**src/irq_consts.vh**
```
// Constants for the interrupt request block and its time base.
// Included by every design file; holds definitions only.
`ifndef IRQ_CONSTS_VH
`define IRQ_CONSTS_VH

// ----------------------------------------------------------------
// Register offsets (8-bit registers, 5-bit address)
// ----------------------------------------------------------------
`define OFS_PSC_SRC     5'h00
`define OFS_TICK_CTRL   5'h01
`define OFS_CORE_CTRL   5'h02
`define OFS_IRQ_EN      5'h03
`define OFS_IRQ_FLAG    5'h04
`define OFS_CONV_CTRL   5'h05
`define OFS_UPPER_BOUND 5'h06
`define OFS_LOWER_BOUND 5'h07
`define OFS_CAPTURE     5'h08
`define OFS_PWM         5'h09
`define OFS_TMR_EN      5'h0A
`define OFS_TMR_FLAG    5'h0B
`define OFS_STATUS      5'h0C

// ----------------------------------------------------------------
// Field positions
// ----------------------------------------------------------------
`define TICK_ON_BIT     7
`define PSC_SRC_MASK    8'h03
`define TICK_CTRL_MASK  8'h87
`define CONV_DONE_FBIT  6
`define CONV_LIM_FBIT   7

// ----------------------------------------------------------------
// Reset values
// ----------------------------------------------------------------
`define PSC_SRC_RST     2'h0
`define TICK_CTRL_RST   8'h00
`define REG8_RST        8'h00

// ----------------------------------------------------------------
// Prescaler sources and time base figures
// ----------------------------------------------------------------
`define PSC_SYS         2'h0
`define PSC_SYS_DIV4    2'h1
`define PSC_DIV         4
`define TICK_BASE_EXP   8
`define TICK_CNT_W      15

// ----------------------------------------------------------------
// Vector identities, highest priority first
// ----------------------------------------------------------------
`define VEC_PROTECT     3'h0
`define VEC_LOW_SUPPLY  3'h1
`define VEC_GROUP0      3'h2
`define VEC_TICK        3'h6
`define N_REQ           7

`endif

```
**src/sync2.v**
```verilog
// Two flip-flop synchroniser for levels from outside the clock domain.
// Assumes each bit is an independent slow level or clock.
`timescale 1ns/1ps
`include "irq_consts.vh"

module sync2 #(
    parameter W = 3
) (
    input wire clk,
    input wire rst,
    input wire [W-1:0] d,
    output reg [W-1:0] q_r
);

reg [W-1:0] meta_r;

always @(posedge clk or posedge rst) begin
    if (rst) begin
        meta_r <= {W{1'b0}};
        q_r <= {W{1'b0}};
    end else begin
        meta_r <= d;
        q_r <= meta_r;
    end
end

endmodule

```
**src/tick_gen.v**
```verilog
// Time base: prescaler clock select and power-of-two period divider.
// Assumes sub_rise is a one-cycle pulse per synchronised sub clock rising edge.
`timescale 1ns/1ps
`include "irq_consts.vh"

module tick_gen (
    input wire clk,
    input wire rst,
    input wire on,
    input wire [1:0] src,
    input wire [2:0] period,
    input wire sub_rise,
    output reg tick_r
);

reg [1:0] div4_r;
reg [`TICK_CNT_W-1:0] cnt_r;
reg psc_en;
wire [`TICK_CNT_W-1:0] mask;
wire wrap;

always @* begin
    case (src)
        `PSC_SYS: psc_en = 1'b1;
        `PSC_SYS_DIV4: psc_en = ({30'h0, div4_r} == `PSC_DIV - 1);
        default: psc_en = sub_rise;
    endcase
end

// period is two to eight plus field
assign mask = ~({`TICK_CNT_W{1'b1}} << (`TICK_BASE_EXP + period));
assign wrap = ((cnt_r & mask) == mask);

always @(posedge clk or posedge rst) begin
    if (rst) begin
        div4_r <= 2'h0;
        cnt_r <= {`TICK_CNT_W{1'b0}};
        tick_r <= 1'b0;
    end else begin
        div4_r <= div4_r + 2'h1;
        tick_r <= 1'b0;
        if (!on) begin
            cnt_r <= {`TICK_CNT_W{1'b0}};
        end else if (psc_en) begin
            cnt_r <= wrap ? {`TICK_CNT_W{1'b0}} : cnt_r + 1'b1;
            tick_r <= wrap;
        end
    end
end

endmodule

```
**src/irq_ctrl.v**
```verilog
// Interrupt request flags, group flags, vectoring and time base.
// Assumes peripheral events are one-cycle pulses on sys_clk; protection,
// low supply and sub clock come from outside and are synchronised here.
`timescale 1ns/1ps
`include "irq_consts.vh"

module irq_ctrl #(
    parameter N_TMR = 2
) (
    input wire sys_clk,
    input wire rst,
    input wire [4:0] reg_addr,
    input wire [7:0] reg_wdata,
    input wire reg_wr,
    input wire reg_rd,
    output reg [7:0] rd_data_r,
    input wire overcurrent_protect_signal,
    input wire low_supply_detect,
    input wire sub_clk,
    input wire conv_done_evt,
    input wire [7:0] conv_result,
    input wire capture_overflow_evt,
    input wire capture_compare_evt,
    input wire period_match_evt,
    input wire [2:0] duty_match_evt,
    input wire [N_TMR-1:0] timer_p_match_evt,
    input wire [N_TMR-1:0] timer_a_match_evt,
    input wire stack_full,
    input wire reti_evt,
    output reg vec_call_r,
    output reg [2:0] vec_id_r,
    output reg wake_r,
    output reg global_irq_enable_r
);

// ----------------------------------------------------------------
// Member layout
// ----------------------------------------------------------------
// Bit 0 done, 1 limit, 2 overflow, 3 compare, 4 period, 5..7 duty,
// then timer n at 8+2n (P) and 9+2n (A).
localparam MW = 8 + 2 * N_TMR;
localparam TW = 2 * N_TMR;

reg [1:0] prescaler_source_r;
reg [2:0] tick_period_select_r;
reg tick_generator_on_r, protect_irq_enable_r, tick_irq_enable_r, low_supply_enable_r;
reg protect_irq_flag_r, tick_flag_r, low_supply_flag_r;
reg upper_bound_trigger_en_r, lower_bound_trigger_en_r, oc_prev_r, lvd_prev_r, sub_prev_r;
reg [3:0] group_en_r, group_irq_flag_r;
reg [7:0] upper_bound_r, lower_bound_r;
reg [MW-1:0] mem_en_r, mem_flag_r;

wire [2:0] sync_q;
wire tick_pulse;

// ----------------------------------------------------------------
// Inputs from outside the clock domain
// ----------------------------------------------------------------
sync2 #(.W(3)) u_sync (
    .clk(sys_clk),
    .rst(rst),
    .d({sub_clk, low_supply_detect, overcurrent_protect_signal}),
    .q_r(sync_q)
);

wire oc_s = sync_q[0];
wire lvd_s = sync_q[1];
wire sub_s = sync_q[2];
wire sub_rise = sub_s & ~sub_prev_r;

// ----------------------------------------------------------------
// Time base
// ----------------------------------------------------------------
tick_gen u_tick (
    .clk(sys_clk),
    .rst(rst),
    .on(tick_generator_on_r),
    .src(prescaler_source_r),
    .period(tick_period_select_r),
    .sub_rise(sub_rise),
    .tick_r(tick_pulse)
);

// ----------------------------------------------------------------
// Register write decode
// ----------------------------------------------------------------
wire wr_core = reg_wr & (reg_addr == `OFS_CORE_CTRL);
wire wr_en = reg_wr & (reg_addr == `OFS_IRQ_EN);
wire wr_flag = reg_wr & (reg_addr == `OFS_IRQ_FLAG);
wire wr_conv = reg_wr & (reg_addr == `OFS_CONV_CTRL);
wire wr_cap = reg_wr & (reg_addr == `OFS_CAPTURE);
wire wr_pwm = reg_wr & (reg_addr == `OFS_PWM);
wire wr_tmr_en = reg_wr & (reg_addr == `OFS_TMR_EN);
wire wr_tmr_flag = reg_wr & (reg_addr == `OFS_TMR_FLAG);

// Flags clear by writing zero; writing one leaves them alone.
wire [7:0] zero_bits = ~reg_wdata;

// ----------------------------------------------------------------
// Member flags
// ----------------------------------------------------------------
wire [TW-1:0] tmr_set;

wire limit_hit = conv_done_evt &
    ((upper_bound_trigger_en_r & (conv_result > upper_bound_r)) |
     (lower_bound_trigger_en_r & (conv_result < lower_bound_r)));

genvar t;
generate
    for (t = 0; t < N_TMR; t = t + 1) begin : g_tmr
        assign tmr_set[2*t] = timer_p_match_evt[t];
        assign tmr_set[2*t+1] = timer_a_match_evt[t];
    end
endgenerate

// conversion and capture flags; period, duty and timer flags
wire [MW-1:0] mem_set = {tmr_set, duty_match_evt, period_match_evt,
                  capture_compare_evt, capture_overflow_evt,
                  limit_hit, conv_done_evt};

wire [MW-1:0] mem_clr = {{TW{wr_tmr_flag}} & zero_bits[TW-1:0],
                  {4{wr_pwm}} & zero_bits[7:4],
                  {2{wr_cap}} & zero_bits[5:4],
                  {2{wr_conv}} & zero_bits[7:6]};

// Set wins over a clear in the same cycle
wire [MW-1:0] mem_nxt = mem_set | (mem_flag_r & ~mem_clr);

// ----------------------------------------------------------------
// Group membership
// ----------------------------------------------------------------
wire [MW-1:0] mem_act = mem_flag_r & mem_en_r;
wire [3:0] grp_set, grp_act;

assign grp_set[0] = |mem_set[1:0];
assign grp_set[1] = |mem_set[3:2];
assign grp_set[2] = |mem_set[7:4];
assign grp_set[3] = |mem_set[MW-1:8];
// individual enable must also be set
assign grp_act[0] = |mem_act[1:0];
assign grp_act[1] = |mem_act[3:2];
assign grp_act[2] = |mem_act[7:4];
assign grp_act[3] = |mem_act[MW-1:8];

// ----------------------------------------------------------------
// Vectoring
// ----------------------------------------------------------------
wire [`N_REQ-1:0] req;
reg [`N_REQ-1:0] svc;
reg [2:0] svc_id;
integer k;

assign req[0] = protect_irq_flag_r & protect_irq_enable_r;
assign req[1] = low_supply_flag_r & low_supply_enable_r;
assign req[5:2] = group_irq_flag_r & group_en_r & grp_act;
assign req[6] = tick_flag_r & tick_irq_enable_r;

always @* begin
    svc = {`N_REQ{1'b0}};
    svc_id = `VEC_PROTECT;
    for (k = `N_REQ - 1; k >= 0; k = k - 1) begin
        if (req[k]) begin
            svc = {`N_REQ{1'b0}};
            svc[k] = 1'b1;
            svc_id = k[2:0];
        end
    end
    // stalled by global enable or full stack
    if (!global_irq_enable_r || stack_full) begin
        svc = {`N_REQ{1'b0}};
    end
end

wire call = |svc;

// ----------------------------------------------------------------
// Top-level flags
// ----------------------------------------------------------------
wire protect_set = oc_s & ~oc_prev_r;
wire lvd_set = lvd_s & ~lvd_prev_r;

// set by overcurrent, cleared on service
wire protect_nxt = protect_set |
    (protect_irq_flag_r & ~svc[0] & ~(wr_flag & zero_bits[0]));
// low supply set and service clear
wire lvd_nxt = lvd_set |
    (low_supply_flag_r & ~svc[1] & ~(wr_flag & zero_bits[2]));
wire tick_nxt = tick_pulse |
    (tick_flag_r & ~svc[6] & ~(wr_flag & zero_bits[1]));
// service clears only the group flag
wire [3:0] grp_nxt = grp_set |
    (group_irq_flag_r & ~svc[5:2] & ~({4{wr_flag}} & zero_bits[7:4]));

// global cleared on call, set by return
wire global_nxt = call ? 1'b0 :
                    reti_evt ? 1'b1 :
                    wr_core ? reg_wdata[0] :
                    global_irq_enable_r;

wire [MW+6:0] all_now = {mem_flag_r, group_irq_flag_r, tick_flag_r,
                         low_supply_flag_r, protect_irq_flag_r};
wire [MW+6:0] all_nxt = {mem_nxt, grp_nxt, tick_nxt, lvd_nxt, protect_nxt};
wire wake_nxt = |(all_nxt & ~all_now);

always @(posedge sys_clk or posedge rst) begin
    if (rst) begin
        protect_irq_flag_r <= 1'b0;
        low_supply_flag_r <= 1'b0;
        tick_flag_r <= 1'b0;
        group_irq_flag_r <= 4'h0;
        mem_flag_r <= {MW{1'b0}};
        global_irq_enable_r <= 1'b0;
        vec_call_r <= 1'b0;
        vec_id_r <= `VEC_PROTECT;
        wake_r <= 1'b0;
        oc_prev_r <= 1'b0;
        lvd_prev_r <= 1'b0;
        sub_prev_r <= 1'b0;
    end else begin
        oc_prev_r <= oc_s;
        lvd_prev_r <= lvd_s;
        sub_prev_r <= sub_s;
        protect_irq_flag_r <= protect_nxt;
        low_supply_flag_r <= lvd_nxt;
        tick_flag_r <= tick_nxt;
        group_irq_flag_r <= grp_nxt;
        mem_flag_r <= mem_nxt;
        global_irq_enable_r <= global_nxt;
        vec_call_r <= call;
        if (call) begin
            vec_id_r <= svc_id;
        end
        wake_r <= wake_nxt;
    end
end

// ----------------------------------------------------------------
// Control registers
// ----------------------------------------------------------------
always @(posedge sys_clk or posedge rst) begin
    if (rst) begin
        prescaler_source_r <= `PSC_SRC_RST;
        tick_generator_on_r <= 1'b0;
        tick_period_select_r <= 3'h0;
        protect_irq_enable_r <= 1'b0;
        tick_irq_enable_r <= 1'b0;
        low_supply_enable_r <= 1'b0;
        group_en_r <= 4'h0;
        upper_bound_trigger_en_r <= 1'b0;
        lower_bound_trigger_en_r <= 1'b0;
        upper_bound_r <= `REG8_RST;
        lower_bound_r <= `REG8_RST;
        mem_en_r <= {MW{1'b0}};
    end else begin
        if (reg_wr && reg_addr == `OFS_PSC_SRC) begin
            prescaler_source_r <= reg_wdata[1:0];
        end
        if (reg_wr && reg_addr == `OFS_TICK_CTRL) begin
            tick_generator_on_r <= reg_wdata[`TICK_ON_BIT];
            tick_period_select_r <= reg_wdata[2:0];
        end
        if (wr_en) begin
            protect_irq_enable_r <= reg_wdata[0];
            tick_irq_enable_r <= reg_wdata[1];
            low_supply_enable_r <= reg_wdata[2];
            group_en_r <= reg_wdata[7:4];
        end
        if (wr_conv) begin
            mem_en_r[1:0] <= reg_wdata[1:0];
            upper_bound_trigger_en_r <= reg_wdata[2];
            lower_bound_trigger_en_r <= reg_wdata[3];
        end
        if (reg_wr && reg_addr == `OFS_UPPER_BOUND) begin
            upper_bound_r <= reg_wdata;
        end
        if (reg_wr && reg_addr == `OFS_LOWER_BOUND) begin
            lower_bound_r <= reg_wdata;
        end
        if (wr_cap) begin
            mem_en_r[3:2] <= reg_wdata[1:0];
        end
        if (wr_pwm) begin
            mem_en_r[7:4] <= reg_wdata[3:0];
        end
        if (wr_tmr_en) begin
            mem_en_r[MW-1:8] <= reg_wdata[TW-1:0];
        end
    end
end

// ----------------------------------------------------------------
// Read path
// ----------------------------------------------------------------
reg [7:0] rd_nxt;

always @* begin
    rd_nxt = 8'h00;
    case (reg_addr)
        `OFS_PSC_SRC: rd_nxt = {6'h00, prescaler_source_r};
        `OFS_TICK_CTRL: rd_nxt = {tick_generator_on_r, 4'h0,
                                  tick_period_select_r};
        `OFS_CORE_CTRL: rd_nxt = {7'h00, global_irq_enable_r};
        `OFS_IRQ_EN: rd_nxt = {group_en_r, 1'b0, low_supply_enable_r,
                               tick_irq_enable_r, protect_irq_enable_r};
        `OFS_IRQ_FLAG: rd_nxt = {group_irq_flag_r, 1'b0, low_supply_flag_r,
                                 tick_flag_r, protect_irq_flag_r};
        `OFS_CONV_CTRL: rd_nxt = {mem_flag_r[1:0], 2'h0,
                                  lower_bound_trigger_en_r,
                                  upper_bound_trigger_en_r, mem_en_r[1:0]};
        `OFS_UPPER_BOUND: rd_nxt = upper_bound_r;
        `OFS_LOWER_BOUND: rd_nxt = lower_bound_r;
        `OFS_CAPTURE: rd_nxt = {2'h0, mem_flag_r[3:2], 2'h0, mem_en_r[3:2]};
        `OFS_PWM: rd_nxt = {mem_flag_r[7:4], mem_en_r[7:4]};
        `OFS_TMR_EN: rd_nxt[TW-1:0] = mem_en_r[MW-1:8];
        `OFS_TMR_FLAG: rd_nxt[TW-1:0] = mem_flag_r[MW-1:8];
        `OFS_STATUS: rd_nxt = {4'h0, vec_id_r, stack_full};
        default: rd_nxt = 8'h00;
    endcase
end

// Data stand only in the cycle after the read strobe.
always @(posedge sys_clk or posedge rst) begin
    if (rst) begin
        rd_data_r <= 8'h00;
    end else begin
        rd_data_r <= reg_rd ? rd_nxt : 8'h00;
    end
end

endmodule

```
**config.mk**
```make
export PLATFORM = sky130hd
export DESIGN_NAME = irq_ctrl
export DESIGN_NICKNAME = d
export VERILOG_FILES = /design/src/sync2.v /design/src/tick_gen.v /design/src/irq_ctrl.v
export VERILOG_INCLUDE_DIRS = /design/src
export SDC_FILE = /design/constraint.sdc
export NUM_CORES = 1
export LEC_CHECK = 0
export BUFFER_PORTS_ARGS = -buffer_cell sky130_fd_sc_hd__buf_2
export CORE_MARGIN = 5
export CORE_UTILIZATION = 60
export DETAILED_ROUTE_END_ITERATION = 8
export PLACE_DENSITY = 0.81
export SETUP_SLACK_MARGIN = 0.4
export SLEW_MARGIN = 40
export SYNTH_ARGS = -nofsm -noshare
export SYNTH_HDL_FRONTEND = slang
export SYNTH_SLANG_ARGS = --single-unit
export TNS_END_PERCENT = 10
```
**constraint.sdc**
```tcl
create_clock -name sys_clk -period 4.7 [get_ports sys_clk]
set_input_delay 0.235 -clock sys_clk [delete_from_list [all_inputs] [get_ports sys_clk]]
set_output_delay 0.235 -clock sys_clk [all_outputs]
set_load 0.005 [all_outputs]
```
==> impl_metrics.toml <==
[status]
status = "finished, final reports clean"

[global_route]
grt_max_degree = 65
grt_pass1_wl_um = 22600
overflow = 0
grt_use_total_pct = 25.8
antenna_found_initial = 0
grt_pass1_vias = 4374

[cells_and_area]
num_antenna_cells = 0
layout_common_cells = "dfrtp_1, buf_2, nand2_1"
mostFrequentLayoutCell = "dfrtp_1"
final_cells = 654
drive_gt1_share_pct = 25.8
layout.nets = 599
multi_input_area_um2 = 2550
areaGrowthSynthToFinish_pct = 11.7
regArea_um2 = 2580
fill_cells = 675

[flow_run]
cap_viol_max_count = 0

[worst_setup_path]
crit_required_ns = 4.95
worst-path-max-fanout = 10
crit_slowest_cell = "dfrtp_1"
end_kind = "flop"
path_class = "reg -> reg"
cp-start-kind = "flop"
worstPathArrival_ns = 2.19
critPathTopFamily = "simple AND/OR/NAND/NOR gates"
path_buf_inv = 0
cp_cell_sequence = "ha_1, nand4_1, nor2_2, o21a_1, nand3_2, o21ai_4, nor2_1"
max_stage_delay_ns = 0.42

[place]
dp_hpwl_um = 10400
numPortBuffers = 54
dp.cells = 634
routabilityCongestion = 1.01
post-place-ws_ns = 2.76

[cts]
cts_buffers = 9
ctsResizeCount = 0
clock-sinks = 103
root_buffer = "clkbuf_8"
htreeDepth = 3
clk_pin_slew_ns = 0.10
cts_tree = "built"
cts_buffer_depth = 2
worstSkewPairLatency_ns = 0.37

[sta]
fin_skew_ns = 0.0111
rsz0062_at_grt = "false"
setup_viol = 0
hold_viol_final = 0
finalCriticalPeriod_ns = 1.94
whs_ns = 0.0724
period_share_pct = 41.3
slew_violations = 0
max_slew.worst_pin.slew_ns = 0.640
fmax_ghz = 0.515
max_slew_margin_pct = 57.0
tns_ns = 0
setup_ws_ns = 2.76

[die]
die_h_um = 104
core-area_um2 = 8680
start_util_pct = 61.5
io_pins = 55
placementRows = 34
die_x_um = 104
dieArea_um2 = 10900

[synth]
synth_edf_count = 0
synthCells = 480
async_flop_share_pct = 100
syn_area_um2 = 5340
synth.avg_cell_area_um2 = 11.1
syn_nets = 538
synth-seq-area-share_pct = 48.3
ys.flop_type = "dfrtp_1"
ys_types = 62
yosys_warnings = 0
synth_seq_cells = 103

[power]
powerDensity_nw_per_um2 = 372
vdd_drop_max_mv = 0.232
static-leakage-power_nw = 2.66

[hold_path]
min_path_type = "in -> reg"

[detailed_routing]
drc = 0
drt_iter0_markers = 359
drtAntennaViolNets = 0
firstDrtPassIters = 5
wirelength_um = 13800
via_count = 4267
post_drt_via_cell_ratio = 6.52
wl_per_cell_um = 21.1
[what timing repair did]
| action | in CTS | in global routing |
|---|---|---|
| hold buffers | 4 | 0 |
| endpoints found under the hold margin | 42 | 0 |
| setup buffers | 0 | 0 |
[path summary, 6_finish.rpt]
path	from	to	slack [ns]	depth (start not counted)
setup reg to reg	u_tick.cnt_r[0]$_DFFE_PP0P_	u_tick.cnt_r[8]$_DFFE_PP0P_	2.76	7
hold reg to reg	u_sync.meta_r[0]$_DFF_PP0_	u_sync.q_r[0]$_DFF_PP0_	0.36	0
setup / recovery	u_tick.cnt_r[0]$_DFFE_PP0P_	u_tick.cnt_r[8]$_DFFE_PP0P_	2.76	7
min in group asynchronous	rst	mem_flag_r[0]$_DFF_PP0_	0.45	3
hold / removal	timer_a_match_evt[1]	mem_flag_r[11]$_DFF_PP0_	0.07	3
max in group asynchronous	rst	rd_data_r[0]$_DFF_PP0_	3.32	4
[cell type report]
type,instances,share of cell area [%]
Clock buffer,10,2.14
Clock inverter,6,1.55
Inverter,39,2.50
Multi-Input combinational cell,329,42.9
Sequential cell,103,43.3
Tap cell,108,2.27
Timing Repair Buffer,59,5.40
[sequential cells by signal (all words and copies together), names as in the netlist, 2 cells and up]
name                  cells
prescaler_source_r        2
u_sync.q_r                3
mem_flag_r               12
group_irq_flag_r          4
u_tick.cnt_r             15
lower_bound_r             8
mem_en_r                 12
group_en_r                4
u_tick.div4_r             2
tick_period_select_r      3
upper_bound_r             8
u_sync.meta_r             3
vec_id_r                  3
rd_data_r                 8
[worst min-delay path: cells and delay by family]
family / cells / cell delay [ns]
buffers and inverters: 2 / 0.14
and+or+nand+nor: 1 / 0.05
[where the power goes]
group | switching (W) | leakage [nW] | total (W) | internal, W
logic | 0.000241 | 1.29 | 0.000459 | 0.000218
clock network | 0.000314 | 0.104 | 0.000618 | 0.000304
registers | 0.000139 | 1.26 | 0.00114 | 0.000999
total | 0.000693 | 2.66 | 0.00221 | 0.00152
[kinds of logic (layout without fill, tap and decap cells)]
| kind of cell | after synthesis | after routing | synth area share [%] |
|---|---|---|---|
| mux | 48 | 48 | 10.7 |
| fa+ha+maj | 17 | 17 | 3.99 |
| simple gates | 136 | 136 | 15.5 |
| xor+xnor | 10 | 10 | 1.64 |
| compound gates | 118 | 118 | 16.0 |
| buf+inv | 48 | 114 | 3.82 |
| flops | 103 | 103 | 48.3 |
[Yosys cell counts, drive strengths merged (2+ instances only)]
| master | count | area, µm² |
|---|---|---|
| a21o | 2 | 15.0 |
| a21oi | 12 | 60.1 |
| a221oi | 10 | 87.6 |
| a222oi | 3 | 30.0 |
| a22o | 9 | 78.8 |
| a22oi | 19 | 143 |
| a31oi | 11 | 75.1 |
| and3 | 2 | 17.5 |
| and4 | 2 | 17.5 |
| buf | 6 | 46.3 |
| clkbuf | 3 | 11.3 |
| dfrtp | 103 | 2580 |
| ha | 17 | 213 |
| inv | 39 | 146 |
| mux2 | 47 | 563 |
| nand2 | 46 | 195 |
| nand2b | 9 | 78.8 |
| nand3 | 15 | 80.1 |
| nand3b | 5 | 41.3 |
| nand4 | 7 | 43.8 |
| nor2 | 29 | 134 |
| nor2b | 3 | 18.8 |
| nor3 | 9 | 95.1 |
| nor4 | 7 | 88.8 |
| o211ai | 3 | 22.5 |
| o21a | 2 | 15.0 |
| o21ai | 24 | 131 |
| o221ai | 8 | 76.3 |
| o22a | 2 | 17.5 |
| o22ai | 6 | 43.8 |
| xnor2 | 2 | 17.5 |
| xor2 | 8 | 70.1 |
[metrics by stage]
| step | instance area [µm²] | utilization (%) | power (W) |
|---|---|---|---|
| floorplan | 5340 | - | 0.00142 |
| global placement | 5690 | 65.6 | 0.00158 |
| detailed placement | 5690 | 65.6 | 0.00160 |
| CTS | 5950 | 68.6 | 0.00222 |
| global route | 5960 | 68.7 | 0.00233 |
| finish | 5960 | 68.7 | 0.00221 |
[per-layer routing]
metal	vias up	routed length [µm]	global-route usage, %
li1	1902	-	-
met1	2103	5530	34.3
met2	214	6680	41.2
met3	48	1030	5.03
met4	0	536	11.5
met5	-	0	0
(Power assumes the default switching activity.)
